`src/include/psol_pkg.sv`:
```
// Constants, carriers and field layout for the strap option latch.
// Assumes one 200 MHz core clock and a synchronous active-high reset.
// Contract
// Isolate strap loads control bit 10
// Isolate defaults disabled through pull-down
// Speed strap loads control bit 13
// Low speed strap limits advertisement to 10Mbps
// Duplex strap high half, low full
// Duplex strap loads control bit 8
// Autoneg strap high enables, low disables
// Autoneg strap loads control bit 12
// Broadcast-off low: address 0 always answers
// Broadcast-off high: address 0 is unique
// NAND-tree strap low enables test mode
// Address straps give 0 to 7, upper bits 00
// Straps sampled once; settings hold until reset
package psol_pkg;

	// Bus geometry
	localparam int ADDR_W = 12;
	localparam int DATA_W = 32;
	localparam int REG_W = 16;
	localparam int PHY_ADDR_W = 5;
	localparam int STRAP_ADDR_W = 3;

	// Register byte addresses
	localparam logic [ADDR_W-1:0] OFS_CTRL = 12'h000;
	localparam logic [ADDR_W-1:0] OFS_ADV = 12'h004;
	localparam logic [ADDR_W-1:0] OFS_CFG = 12'h008;

	// Control register fields
	localparam int CTRL_SPEED = 13;
	localparam int CTRL_ANEG = 12;
	localparam int CTRL_ISO = 10;
	localparam int CTRL_DUPLEX = 8;
	localparam logic [REG_W-1:0] CTRL_WMASK = 16'h3500;
	localparam logic [REG_W-1:0] CTRL_RST = 16'h3000;

	// Advertisement register fields
	localparam int ADV_100FD = 8;
	localparam int ADV_100HD = 7;
	localparam logic [REG_W-1:0] ADV_WMASK = 16'h01E0;
	localparam logic [REG_W-1:0] ADV_SEL = 16'h0001;
	localparam logic [REG_W-1:0] ADV_RST = 16'h01E1;

	// Configuration readback fields
	localparam int CFG_BCAST_OFF = 5;
	localparam int CFG_NAND = 6;
	localparam int CFG_LOADED = 7;

	// Internal pull levels of the strap pins
	localparam logic [PHY_ADDR_W-1:0] PHY_ADDR_RST = 5'h01;
	localparam logic [1:0] PHY_ADDR_HI = 2'h0;

	// Minimum synchroniser depth
	localparam int SYNC_MIN = 2;

	// Strap pin levels as sampled
	typedef struct packed {
		logic isolate;
		logic speed;
		logic duplex;
		logic aneg;
		logic bcast_off;
		logic nand_tree_n;
		logic [STRAP_ADDR_W-1:0] addr;
	} psol_straps_t;

	// Settings kept until the next reset
	typedef struct packed {
		logic bcast_off;
		logic nand_tree_en;
		logic [PHY_ADDR_W-1:0] phy_addr;
	} psol_cfg_t;

	// Loader state
	typedef enum logic [0:0] {
		ST_WAIT = 1'b0,
		ST_RUN = 1'b1
	} psol_state_t;

endpackage : psol_pkg

```
`src/core/psol_latch.sv`:
```
// Strap option latch with APB access to control and advertisement bits.
// Assumes strap pins are board-pulled and stable while reset is held.
//
// Local design decisions: register access over APB and the register offsets.
`timescale 1ns/1ps
module psol_latch #(
	parameter int SYNC_STAGES = 2
) (
	input wire logic core_clk,
	input wire logic reset,
	input wire psol_pkg::psol_straps_t strap_pins,
	input wire logic [psol_pkg::PHY_ADDR_W-1:0] mgmt_phy_addr,
	output logic addr_match,
	input wire logic psel,
	input wire logic penable,
	input wire logic pwrite,
	input wire logic [psol_pkg::ADDR_W-1:0] paddr,
	input wire logic [psol_pkg::DATA_W-1:0] pwdata,
	input wire logic [3:0] pstrb,
	output logic [psol_pkg::DATA_W-1:0] prdata,
	output logic pready,
	output logic pslverr,
	output logic isolate_en,
	output logic speed_100,
	output logic aneg_en,
	output logic full_duplex,
	output logic [3:0] adv_ability,
	output logic nand_tree_mode,
	output logic bcast_off,
	output logic [psol_pkg::PHY_ADDR_W-1:0] phy_addr,
	output logic straps_loaded
);

	// Refuse a synchroniser that is too shallow
	if (SYNC_STAGES < psol_pkg::SYNC_MIN) begin : g_bad_sync
		$error("psol_latch: SYNC_STAGES below minimum");
	end

	// Byte lane merge below serves a 16-bit register only
	if (psol_pkg::REG_W != 16) begin : g_bad_width
		$error("psol_latch: REG_W must be 16");
	end

	psol_pkg::psol_straps_t strap_q;
	psol_pkg::psol_state_t state_r;
	psol_pkg::psol_state_t state_nxt;
	psol_pkg::psol_cfg_t cfg_r;
	psol_pkg::psol_cfg_t cfg_nxt;
	logic [psol_pkg::REG_W-1:0] ctrl_r;
	logic [psol_pkg::REG_W-1:0] ctrl_nxt;
	logic [psol_pkg::REG_W-1:0] adv_r;
	logic [psol_pkg::REG_W-1:0] adv_nxt;
	logic [psol_pkg::DATA_W-1:0] prdata_r;
	logic [psol_pkg::DATA_W-1:0] prdata_nxt;
	logic pslverr_r;
	logic pslverr_nxt;
	logic ready_r;

	// Strap levels cross into the core clock domain
	psol_sync #(
		.WIDTH($bits(psol_pkg::psol_straps_t)),
		.STAGES(SYNC_STAGES)
	) u_sync (
		.core_clk(core_clk),
		.async_in(strap_pins),
		.sync_out(strap_q)
	);

	// Byte lane merge for a 16-bit register
	function automatic logic [psol_pkg::REG_W-1:0] lane_merge(
		input logic [psol_pkg::REG_W-1:0] old_v,
		input logic [psol_pkg::DATA_W-1:0] wd,
		input logic [3:0] strb,
		input logic [psol_pkg::REG_W-1:0] mask
	);
		logic [psol_pkg::REG_W-1:0] v;
		v = old_v;
		if (strb[0]) begin
			v[7:0] = wd[7:0];
		end
		if (strb[1]) begin
			v[15:8] = wd[15:8];
		end
		return (v & mask) | (old_v & ~mask);
	endfunction : lane_merge

	// Strap decode for the load cycle
	wire load_now = (state_r == psol_pkg::ST_WAIT);
	wire strap_full = ~strap_q.duplex;
	wire strap_nand = ~strap_q.nand_tree_n;
	wire [psol_pkg::PHY_ADDR_W-1:0] strap_addr = {psol_pkg::PHY_ADDR_HI, strap_q.addr};

	// Control value built from straps
	logic [psol_pkg::REG_W-1:0] ctrl_load;
	always_comb begin
		ctrl_load = '0;
		ctrl_load[psol_pkg::CTRL_ISO] = strap_q.isolate;
		ctrl_load[psol_pkg::CTRL_SPEED] = strap_q.speed;
		ctrl_load[psol_pkg::CTRL_ANEG] = strap_q.aneg;
		ctrl_load[psol_pkg::CTRL_DUPLEX] = strap_full;
	end

	// Advertisement value built from straps
	logic [psol_pkg::REG_W-1:0] adv_load;
	always_comb begin
		adv_load = psol_pkg::ADV_RST;
		if (!strap_q.speed) begin
			adv_load[psol_pkg::ADV_100FD] = 1'b0;
			adv_load[psol_pkg::ADV_100HD] = 1'b0;
		end
	end

	// APB decode; the bus waits until the straps are loaded
	wire apb_acc = psel && penable && pready;
	wire hit_ctrl = (paddr == psol_pkg::OFS_CTRL);
	wire hit_adv = (paddr == psol_pkg::OFS_ADV);
	wire hit_cfg = (paddr == psol_pkg::OFS_CFG);
	wire hit_any = hit_ctrl || hit_adv || hit_cfg;
	wire wr_ctrl = apb_acc && pwrite && hit_ctrl;
	wire wr_adv = apb_acc && pwrite && hit_adv;
	// Capture in setup and in every wait state, so the answer is fresh
	wire bus_cap = psel && !(penable && pready);

	// Configuration readback word
	logic [psol_pkg::REG_W-1:0] cfg_word;
	always_comb begin
		cfg_word = '0;
		cfg_word[psol_pkg::PHY_ADDR_W-1:0] = cfg_r.phy_addr;
		cfg_word[psol_pkg::CFG_BCAST_OFF] = cfg_r.bcast_off;
		cfg_word[psol_pkg::CFG_NAND] = cfg_r.nand_tree_en;
		cfg_word[psol_pkg::CFG_LOADED] = (state_r == psol_pkg::ST_RUN);
	end

	// Read data selection
	wire [psol_pkg::REG_W-1:0] rd_sel =
		hit_ctrl ? ctrl_r :
		hit_adv ? adv_r :
		hit_cfg ? cfg_word : '0;

	// Next-state for loader and registers
	always_comb begin
		state_nxt = state_r;
		cfg_nxt = cfg_r;
		ctrl_nxt = ctrl_r;
		adv_nxt = adv_r;
		unique case (state_r)
			psol_pkg::ST_WAIT: begin
				// First edge out of reset takes the straps, once
				state_nxt = psol_pkg::ST_RUN;
				cfg_nxt.bcast_off = strap_q.bcast_off;
				cfg_nxt.nand_tree_en = strap_nand;
				cfg_nxt.phy_addr = strap_addr;
				ctrl_nxt = ctrl_load;
				adv_nxt = adv_load;
			end
			psol_pkg::ST_RUN: begin
				// Software may change writable bits later
				if (wr_ctrl) begin
					ctrl_nxt = lane_merge(ctrl_r, pwdata, pstrb, psol_pkg::CTRL_WMASK);
				end
				if (wr_adv) begin
					adv_nxt = lane_merge(adv_r, pwdata, pstrb, psol_pkg::ADV_WMASK);
				end
			end
		endcase
	end

	// Read data and error capture
	always_comb begin
		prdata_nxt = prdata_r;
		pslverr_nxt = 1'b0;
		if (bus_cap) begin
			prdata_nxt = pwrite ? '0 : {16'h0000, rd_sel};
			pslverr_nxt = !hit_any;
		end
	end

	// Loader state and held settings
	always_ff @(posedge core_clk) begin
		if (reset) begin
			state_r <= psol_pkg::ST_WAIT;
			cfg_r <= '{bcast_off: 1'b0, nand_tree_en: 1'b0,
				phy_addr: psol_pkg::PHY_ADDR_RST};
		end else begin
			state_r <= state_nxt;
			cfg_r <= cfg_nxt;
		end
	end

	// Control and advertisement registers
	always_ff @(posedge core_clk) begin
		if (reset) begin
			ctrl_r <= psol_pkg::CTRL_RST;
			adv_r <= psol_pkg::ADV_RST;
		end else begin
			ctrl_r <= ctrl_nxt;
			adv_r <= adv_nxt;
		end
	end

	// Bus answer registers; ready trails the load so a read never sees reset values
	always_ff @(posedge core_clk) begin
		if (reset) begin
			prdata_r <= '0;
			pslverr_r <= 1'b0;
			ready_r <= 1'b0;
		end else begin
			prdata_r <= prdata_nxt;
			pslverr_r <= pslverr_nxt;
			ready_r <= (state_r == psol_pkg::ST_RUN);
		end
	end

	// Management address match
	wire addr_is_zero = (mgmt_phy_addr == '0);
	wire own_match = (mgmt_phy_addr == cfg_r.phy_addr);
	wire bcast_hit = addr_is_zero && !cfg_r.bcast_off;
	assign addr_match = straps_loaded && (own_match || bcast_hit);

	// Outputs from registers
	assign pready = ready_r; // One cycle after the load
	assign prdata = prdata_r;
	assign pslverr = pslverr_r && psel && penable;
	assign isolate_en = ctrl_r[psol_pkg::CTRL_ISO];
	assign speed_100 = ctrl_r[psol_pkg::CTRL_SPEED];
	assign aneg_en = ctrl_r[psol_pkg::CTRL_ANEG];
	assign full_duplex = ctrl_r[psol_pkg::CTRL_DUPLEX];
	assign adv_ability = adv_r[psol_pkg::ADV_100FD:psol_pkg::ADV_100FD-3];
	assign nand_tree_mode = cfg_r.nand_tree_en;
	assign bcast_off = cfg_r.bcast_off;
	assign phy_addr = cfg_r.phy_addr;
	assign straps_loaded = (state_r == psol_pkg::ST_RUN);
endmodule : psol_latch

```
`src/core/psol_sync.sv`:
```
// Multi-stage level synchroniser for board-driven pins.
// Assumes slowly changing levels; no reset so it tracks pins during reset.
`timescale 1ns/1ps
module psol_sync #(
	parameter int WIDTH = 1,
	parameter int STAGES = 2
) (
	input wire logic core_clk,
	input wire logic [WIDTH-1:0] async_in,
	output logic [WIDTH-1:0] sync_out
);

	logic [WIDTH-1:0] stage_r [STAGES];

	// Refuse depths that cannot synchronise
	if (STAGES < psol_pkg::SYNC_MIN || WIDTH < 1) begin : g_bad_cfg
		$error("psol_sync: bad STAGES or WIDTH");
	end

	// Shift chain; only the next stage reads each flop, and only the output reads the last
	always_ff @(posedge core_clk) begin
		stage_r[0] <= async_in;
		for (int i = 1; i < STAGES; i++) begin
			stage_r[i] <= stage_r[i-1];
		end
	end

	assign sync_out = stage_r[STAGES-1];

endmodule : psol_sync

```
`config.mk`:
```
export PLATFORM = sky130hd
export DESIGN_NAME = psol_latch
export DESIGN_NICKNAME = d
export VERILOG_FILES = /design/src/include/psol_pkg.sv /design/src/core/psol_latch.sv /design/src/core/psol_sync.sv
export SDC_FILE = /design/constraint.sdc
export NUM_CORES = 1
export LEC_CHECK = 0
export BUFFER_PORTS_ARGS = -buffer_cell sky130_fd_sc_hd__buf_2
export CELL_PAD_IN_SITES_DETAIL_PLACEMENT = 0
export CELL_PAD_IN_SITES_GLOBAL_PLACEMENT = 1
export CORE_ASPECT_RATIO = 1.4
export CORE_UTILIZATION = 30
export DETAILED_ROUTE_END_ITERATION = 10
export PLACE_DENSITY = 0.77
export REMOVE_ABC_BUFFERS = 1
export SYNTH_ARGS = -nofsm -noshare
export SYNTH_HDL_FRONTEND = slang
export SYNTH_SLANG_ARGS = --single-unit
```
`constraint.sdc`:
```
create_clock -name core_clk -period 2.5 [get_ports core_clk]
set_input_delay 0.25 -clock core_clk [delete_from_list [all_inputs] [get_ports core_clk]]
set_output_delay 0.25 -clock core_clk [all_outputs]
set_load 0.1 [all_outputs]
```
==> results of run 1 <==
layer usage:
| metal | vias to the layer above | track usage | share of wire | wire [µm] |
|---|---|---|---|---|
| met4 | 0 | 0.0663 | 0.021 | 90 |
| li1 | 785 | - | - | - |
| met5 | - | 0 | 0 | 0 |
| met2 | 45 | 0.234 | 0.53 | 2270 |
| met3 | 7 | 0.0251 | 0.043 | 186 |
| met1 | 728 | 0.161 | 0.41 | 1760 |
power by group:
part	total (mW)	internal [mW]	switching (mW)
logic	0.326	0.0541	0.272
clock network	0.421	0.188	0.234
registers	0.776	0.761	0.0148
total	1.52	1.00	0.521
placed cells by master (no fill, tap or decap), drive strengths merged, types with 3 or more instances in the layout:
cell     count
nor2        13
o21ai        4
a211oi       7
conb        18
a2111oi      3
clkbuf       5
dfxtp       46
nor4         5
a21oi        3
nor3        10
nand2b       3
a32oi        7
nand2       11
nand3        6
buf         76
or4          3
clkinv       3
a22oi        4
mux2i        4
a311oi       3
nand4        3
worst max path at each step:
stage                     slack (ps)          to           from  cells after the start
after global routing              60  addr_match    phy_addr[1]                      5
after CTS                        160  addr_match    phy_addr[1]                      5
after detailed placement         340  ctrl_r[13]       paddr[5]                      5
after floorplan                -4260  addr_match  straps_loaded                      2
final                            180  addr_match    phy_addr[1]                      5
after global placement           320  ctrl_r[13]       paddr[5]                      5
through the flow:
step	setup TNS [ps]	total power [mW]	utilization
2_1_floorplan	-17860	1.05	-
3_3_place_gp	0	1.12	0.369
3_5_place_dp	0	1.12	0.369
4_1_cts	0	1.54	0.382
5_1_grt	0	1.60	0.382
6_report	0	1.52	0.382
kinds of logic (layout without fill, tap and decap cells):
| group | Yosys count | after routing | synth area share |
|---|---|---|---|
| simple gates | 64 | 64 | 0.194 |
| flops | 46 | 46 | 0.490 |
| buf+inv | 39 | 86 | 0.136 |
| compound gates | 37 | 37 | 0.147 |
| mux | 4 | 4 | 0.0213 |
| xor+xnor | 2 | 2 | 0.00932 |
| other cells | 1 | 18 | 0.00199 |
worst max-delay path: cells and delay by family (launching register included):
| family | cells | cell delay (ps) |
|---|---|---|
| xor gates and xnor gates | 1 | 180 |
| buffers and inverters | 1 | 260 |
| DFF | 1 | 350 |
| AOI/OAI and AO/OA | 2 | 800 |
| and+or+nand+nor | 1 | 180 |
state kept, by name, indices dropped and copies added (netlist names):
register,cells
u_sync.stage_r,18
prdata,11
adv_r,5
ctrl_r,4
phy_addr,3
bcast_off,1
nand_tree_mode,1
pready,1
pslverr_r,1
straps_loaded,1
layout make-up:
class                   instances  area [µm²]  share of cell area
multi-input cells             125         767               0.338
inverters                       3        11.3             0.00496
flip-flops and latches         46         921               0.406
clock inverters                 2        10.0             0.00441
clock buffers                   5        68.8              0.0303
repair buffers                 76         405               0.179
well taps                      70        87.6              0.0386
==> impl_metrics.yaml, run 1 <==
worst_setup_path:
  r2r-end: "prdata[6]"
  r2r_start: "pready"
  path_class: "flop to output pin"
  crit_path_cell_trace: "xor2_1 > nor3_1 > o21bai_1 > a2111oi_0 > buf_12"
  start_kind: "flop"
  worstPathArrival_ps: 2070
  cp.required_ps: 2250
  critPathMaxStageDelay_ps: 710
  reg2reg_depth: 4
  endpoint_kind: "output pin"
  slowest_stage: "a2111oi_0"
  ff2ff_setup_slack_ps: 780
  path_max_fanout: 4
synthesis:
  ys.flop_type: "dfxtp_1"
  synthTopCellsByArea: "dfxtp_1, buf_4, a32oi_1"
  synth_common_cells: "dfxtp_1, buf_4, nor2_1"
  ys_ff_latch: 46
  ys_seq_area_frac: 0.490
  synth_warnings: 0
  async_reset_ff_frac: 0
  syn_avg_cell_area_um2: 9.74
  synth_edf_count: 0
  synth.most_common_cell: "dfxtp_1"
  synthCells: 193
  syn_area_um2: 1880
  synth_top_area_frac: 0.490
  ys_types: 42
  synth.largest_area_cell: "dfxtp_1"
worst_hold_path:
  hold_class: "input pin to flop"
  min_to: "u_sync.stage_r[0][0]"
  hold_depth: 1
  worstHoldStart: "strap_pins[0]"
finish:
  design_area_um2: 2270
  antenna_cells: 0
  fin_cells: 327
  syn_to_final_growth_pct: 20.8
  drive_gt1_frac: 0.346
  nets: 324
  fillers: 617
floorplan:
  io_pins: 118
  die_h_um: 95.7
  core_um2: 5950
  fp.dieW_um: 68.9
  die-area_um2: 6590
  start_util: 0.316
  num_rows: 33
power_and_ir_drop:
  leakage_nw: 0.989
  power_density_nw_per_um2: 671
  ir_drop_uv: 246
drt:
  dr.pass1.iters: 4
  wl_per_cell_um: 13.2
  drtAntennaViolNets: 0
  drt-total-wl_um: 4300
  drtIter0Drc: 63
  vias: 1565
  vias_per_cell: 4.79
  drc: 0
sta:
  fin_crit_ps: 2320
  setup_ws_ps: 184
  worst-slew-pin-transition_ps: 800
  hold_ws_ps: 48.5
  clock.fmax_ghz: 0.432
  timing.final.crit_share: 0.926
  hold_viol: 0
  rsz0062_at_grt: "no"
  drv_slew: 0
  fin_skew_ps: 6.18
  setup_viol: 0
  slew_headroom: 0.453
status:
  status: "finished, final reports clean"
clocking:
  cts_tree: "built"
  cts.sinks: 46
  htreeDepth: 2
  post-cts-setup-buffer-count: 0
  worstSkewPairLatency_ps: 300
  root_buffer: "clkbuf_8"
  ctsLongestPathBuffers: 2
  cts_made_buffers: 5
  cts_resized: 0
  cts_hold_buf: 0
  clk_pin_slew_ps: 80
global_route:
  grt_pass1_wl_um: 6540
  grt_pass1_vias: 1385
  grt_start_max_net_pins: 30
  track_usage: 0.138
  grt_overflow: 0
  antenna_found_initial: 0
placement:
  placed_cells: 320
  dp_hpwl_um: 3230
  io_buffers: 72
  pre_cts_slack_ps: 339
  gp_congestion: 0.744
  dpl-instance-area_um2: 2190
run:
  drv_cap: 0
(Power assumes the default switching activity.)
==> run 2, diff against run 1 <==
--- a/config.mk
+++ b/config.mk
@@ -6,12 +6,12 @@
 export NUM_CORES = 1
 export LEC_CHECK = 0
 export BUFFER_PORTS_ARGS = -buffer_cell sky130_fd_sc_hd__buf_2
-export CELL_PAD_IN_SITES_DETAIL_PLACEMENT = 0
-export CELL_PAD_IN_SITES_GLOBAL_PLACEMENT = 1
+export CELL_PAD_IN_SITES_DETAIL_PLACEMENT = 1
+export CELL_PAD_IN_SITES_GLOBAL_PLACEMENT = 2
 export CORE_ASPECT_RATIO = 1.4
-export CORE_UTILIZATION = 30
+export CORE_UTILIZATION = 23
 export DETAILED_ROUTE_END_ITERATION = 10
-export PLACE_DENSITY = 0.77
+export PLACE_DENSITY = 0.76
 export REMOVE_ABC_BUFFERS = 1
 export SYNTH_ARGS = -nofsm -noshare
 export SYNTH_HDL_FRONTEND = slang
==> impl_metrics.yaml, run 2 (same netlist as run 1, synthesis figures left out) <==
sta:
  drv_slew: 0
  fin_crit_ps: 2350
  timing.final.crit_share: 0.940
  clock.fmax_ghz: 0.426
  rsz0062_at_grt: "no"
  slew_headroom: 0.457
  tns_ps: 0
  setup_viol: 0
  worst-slew-pin-transition_ps: 794
  hold_viol: 0
  fin_skew_ps: 7.27
power_and_ir_drop:
  power_switching_uw: 557
  internal_power_mw: 1.02
  p_sw_frac: 0.354
  combinationalPowerShare: 0.210
  p_clk_frac: 0.297
  pwr-share-seq: 0.493
  ir_drop_uv: 250
  leakage_nw: 0.995
  power_density_nw_per_um2: 676
  power.total_mw: 1.58
drt:
  drtAntennaViolNets: 0
  wl_per_cell_um: 14.1
  drtIter0Drc: 64
  vias_per_cell: 4.55
  drt-total-wl_um: 5050
  vias: 1633
  dr.pass1.iters: 4
  drc: 0
clocking:
  ctsLongestPathBuffers: 2
  cts.sinks: 46
  cts_hold_buf: 0
  worstSkewPairLatency_ps: 300
  cts_resized: 0
  cts_tree: "built"
  post-cts-setup-buffer-count: 0
  cts_made_buffers: 5
  root_buffer: "clkbuf_8"
  clk_pin_slew_ps: 90
  htreeDepth: 2
worst_setup_path:
  endpoint_kind: "output pin"
  worstPathArrival_ps: 2100
  slowest_stage: "a2111oi_0"
  start_kind: "flop"
  path_max_fanout: 4
  r2r_start: "pready"
  r2r-end: "adv_r[8]"
  critPathMaxStageDelay_ps: 710
  ff2ff_setup_slack_ps: 1090
  crit_path_cell_trace: "xor2_1 > nor3_1 > o21bai_1 > a2111oi_0 > buf_12"
  cp_top_family: "compound AO/OA/AOI/OAI gates"
  crit_buf_inv: 1
  cp.required_ps: 2250
  reg2reg_depth: 4
  path_class: "flop to output pin"
run:
  drv_cap: 0
global_route:
  antenna_found_initial: 0
  grt_start_max_net_pins: 30
  track_usage: 0.123
  grt_pass1_vias: 1581
  grt_overflow: 0
  grt_pass1_wl_um: 7870
floorplan:
  num_rows: 38
  io_pins: 118
  start_util: 0.240
  core_um2: 7850
  die-area_um2: 8550
  die_h_um: 109
  fp.dieW_um: 78.4
placement:
  dpl-instance-area_um2: 2240
  io_buffers: 72
  gp_congestion: 0.696
  dp_hpwl_um: 3840
  placed_cells: 351
worst_hold_path:
  hold_class: "input pin to flop"
  min_to: "u_sync.stage_r[0][4]"
  worstHoldStart: "strap_pins[4]"
  hold_depth: 1
finish:
  final_common_cell: "buf_2"
  nets: 325
  largest_register: "u_sync.stage_r"
  fin_cells: 359
  drive_gt1_frac: 0.351
  most-common-layout-cells: "buf_2, dfxtp_1, conb_1, nor2_1, nand2_1"
  design_area_um2: 2330
  antenna_cells: 0
  largest_reg_flops: 18
  syn_to_final_growth_pct: 24.0
status:
  status: "finished, final reports clean"
-- run 2: changes by cell type in the layout (fill, tap and decap cells not counted) --
cell / change
clkinv_4: +1
buf_4: +1
inv_6: +1
clkinvlp_4: +1
clkinv_2: -2
-- run 2: cell type report --
class	count	area (µm²)
fill	929	5510
sequential	46	921
multi-input combinational	125	767
timing repair buffer	77	413
tap	100	125
clock buffer	5	68.8
clock inverter	3	25.0
inverter	3	11.3
-- run 2: power by group through the flow --
| stage | Clock [mW] | Sequential [mW] | Combinational, mW |
|---|---|---|---|
| 2_1_floorplan | 0 | 0.883 | 0.164 |
| 3_3_place_gp | 0 | 0.794 | 0.329 |
| 3_5_place_dp | 0 | 0.794 | 0.333 |
| 4_1_cts | 0.489 | 0.777 | 0.333 |
| 5_1_grt | 0.525 | 0.781 | 0.346 |
| 6_report | 0.468 | 0.776 | 0.331 |
-- run 2: worst max-delay path by stage --
stage / startpoint / endpoint / slack, ps / cells after the start
2_1_floorplan: straps_loaded / addr_match / -4260 / 2
3_3_place_gp: paddr[5] / ctrl_r[13] / 310 / 5
3_5_place_dp: paddr[5] / ctrl_r[12] / 280 / 5
4_1_cts: phy_addr[1] / addr_match / 130 / 5
5_1_grt: phy_addr[1] / addr_match / 40 / 5
6_report: phy_addr[1] / addr_match / 150 / 5
-- run 2: per-stage QoR --
step / setup slack (ps) / util / hold slack (ps)
6_report: 150 / 0.297 / 43.0
5_1_grt: 42.8 / 0.297 / 15.5
4_1_cts: 130 / 0.297 / 28.8
3_5_place_dp: 282 / 0.285 / 313
3_3_place_gp: 314 / 0.285 / 311
2_1_floorplan: -4260 / - / 278
-- run 2: per-layer routing --
layer / vias up / wire length [µm] / track usage / share of wire
li1: 781 / - / - / -
met5: - / 0 / 0 / 0
met1: 782 / 2030 / 0.141 / 0.40
met3: 8 / 326 / 0.0301 / 0.065
met2: 62 / 2570 / 0.212 / 0.51
met4: 0 / 125 / 0.0622 / 0.025
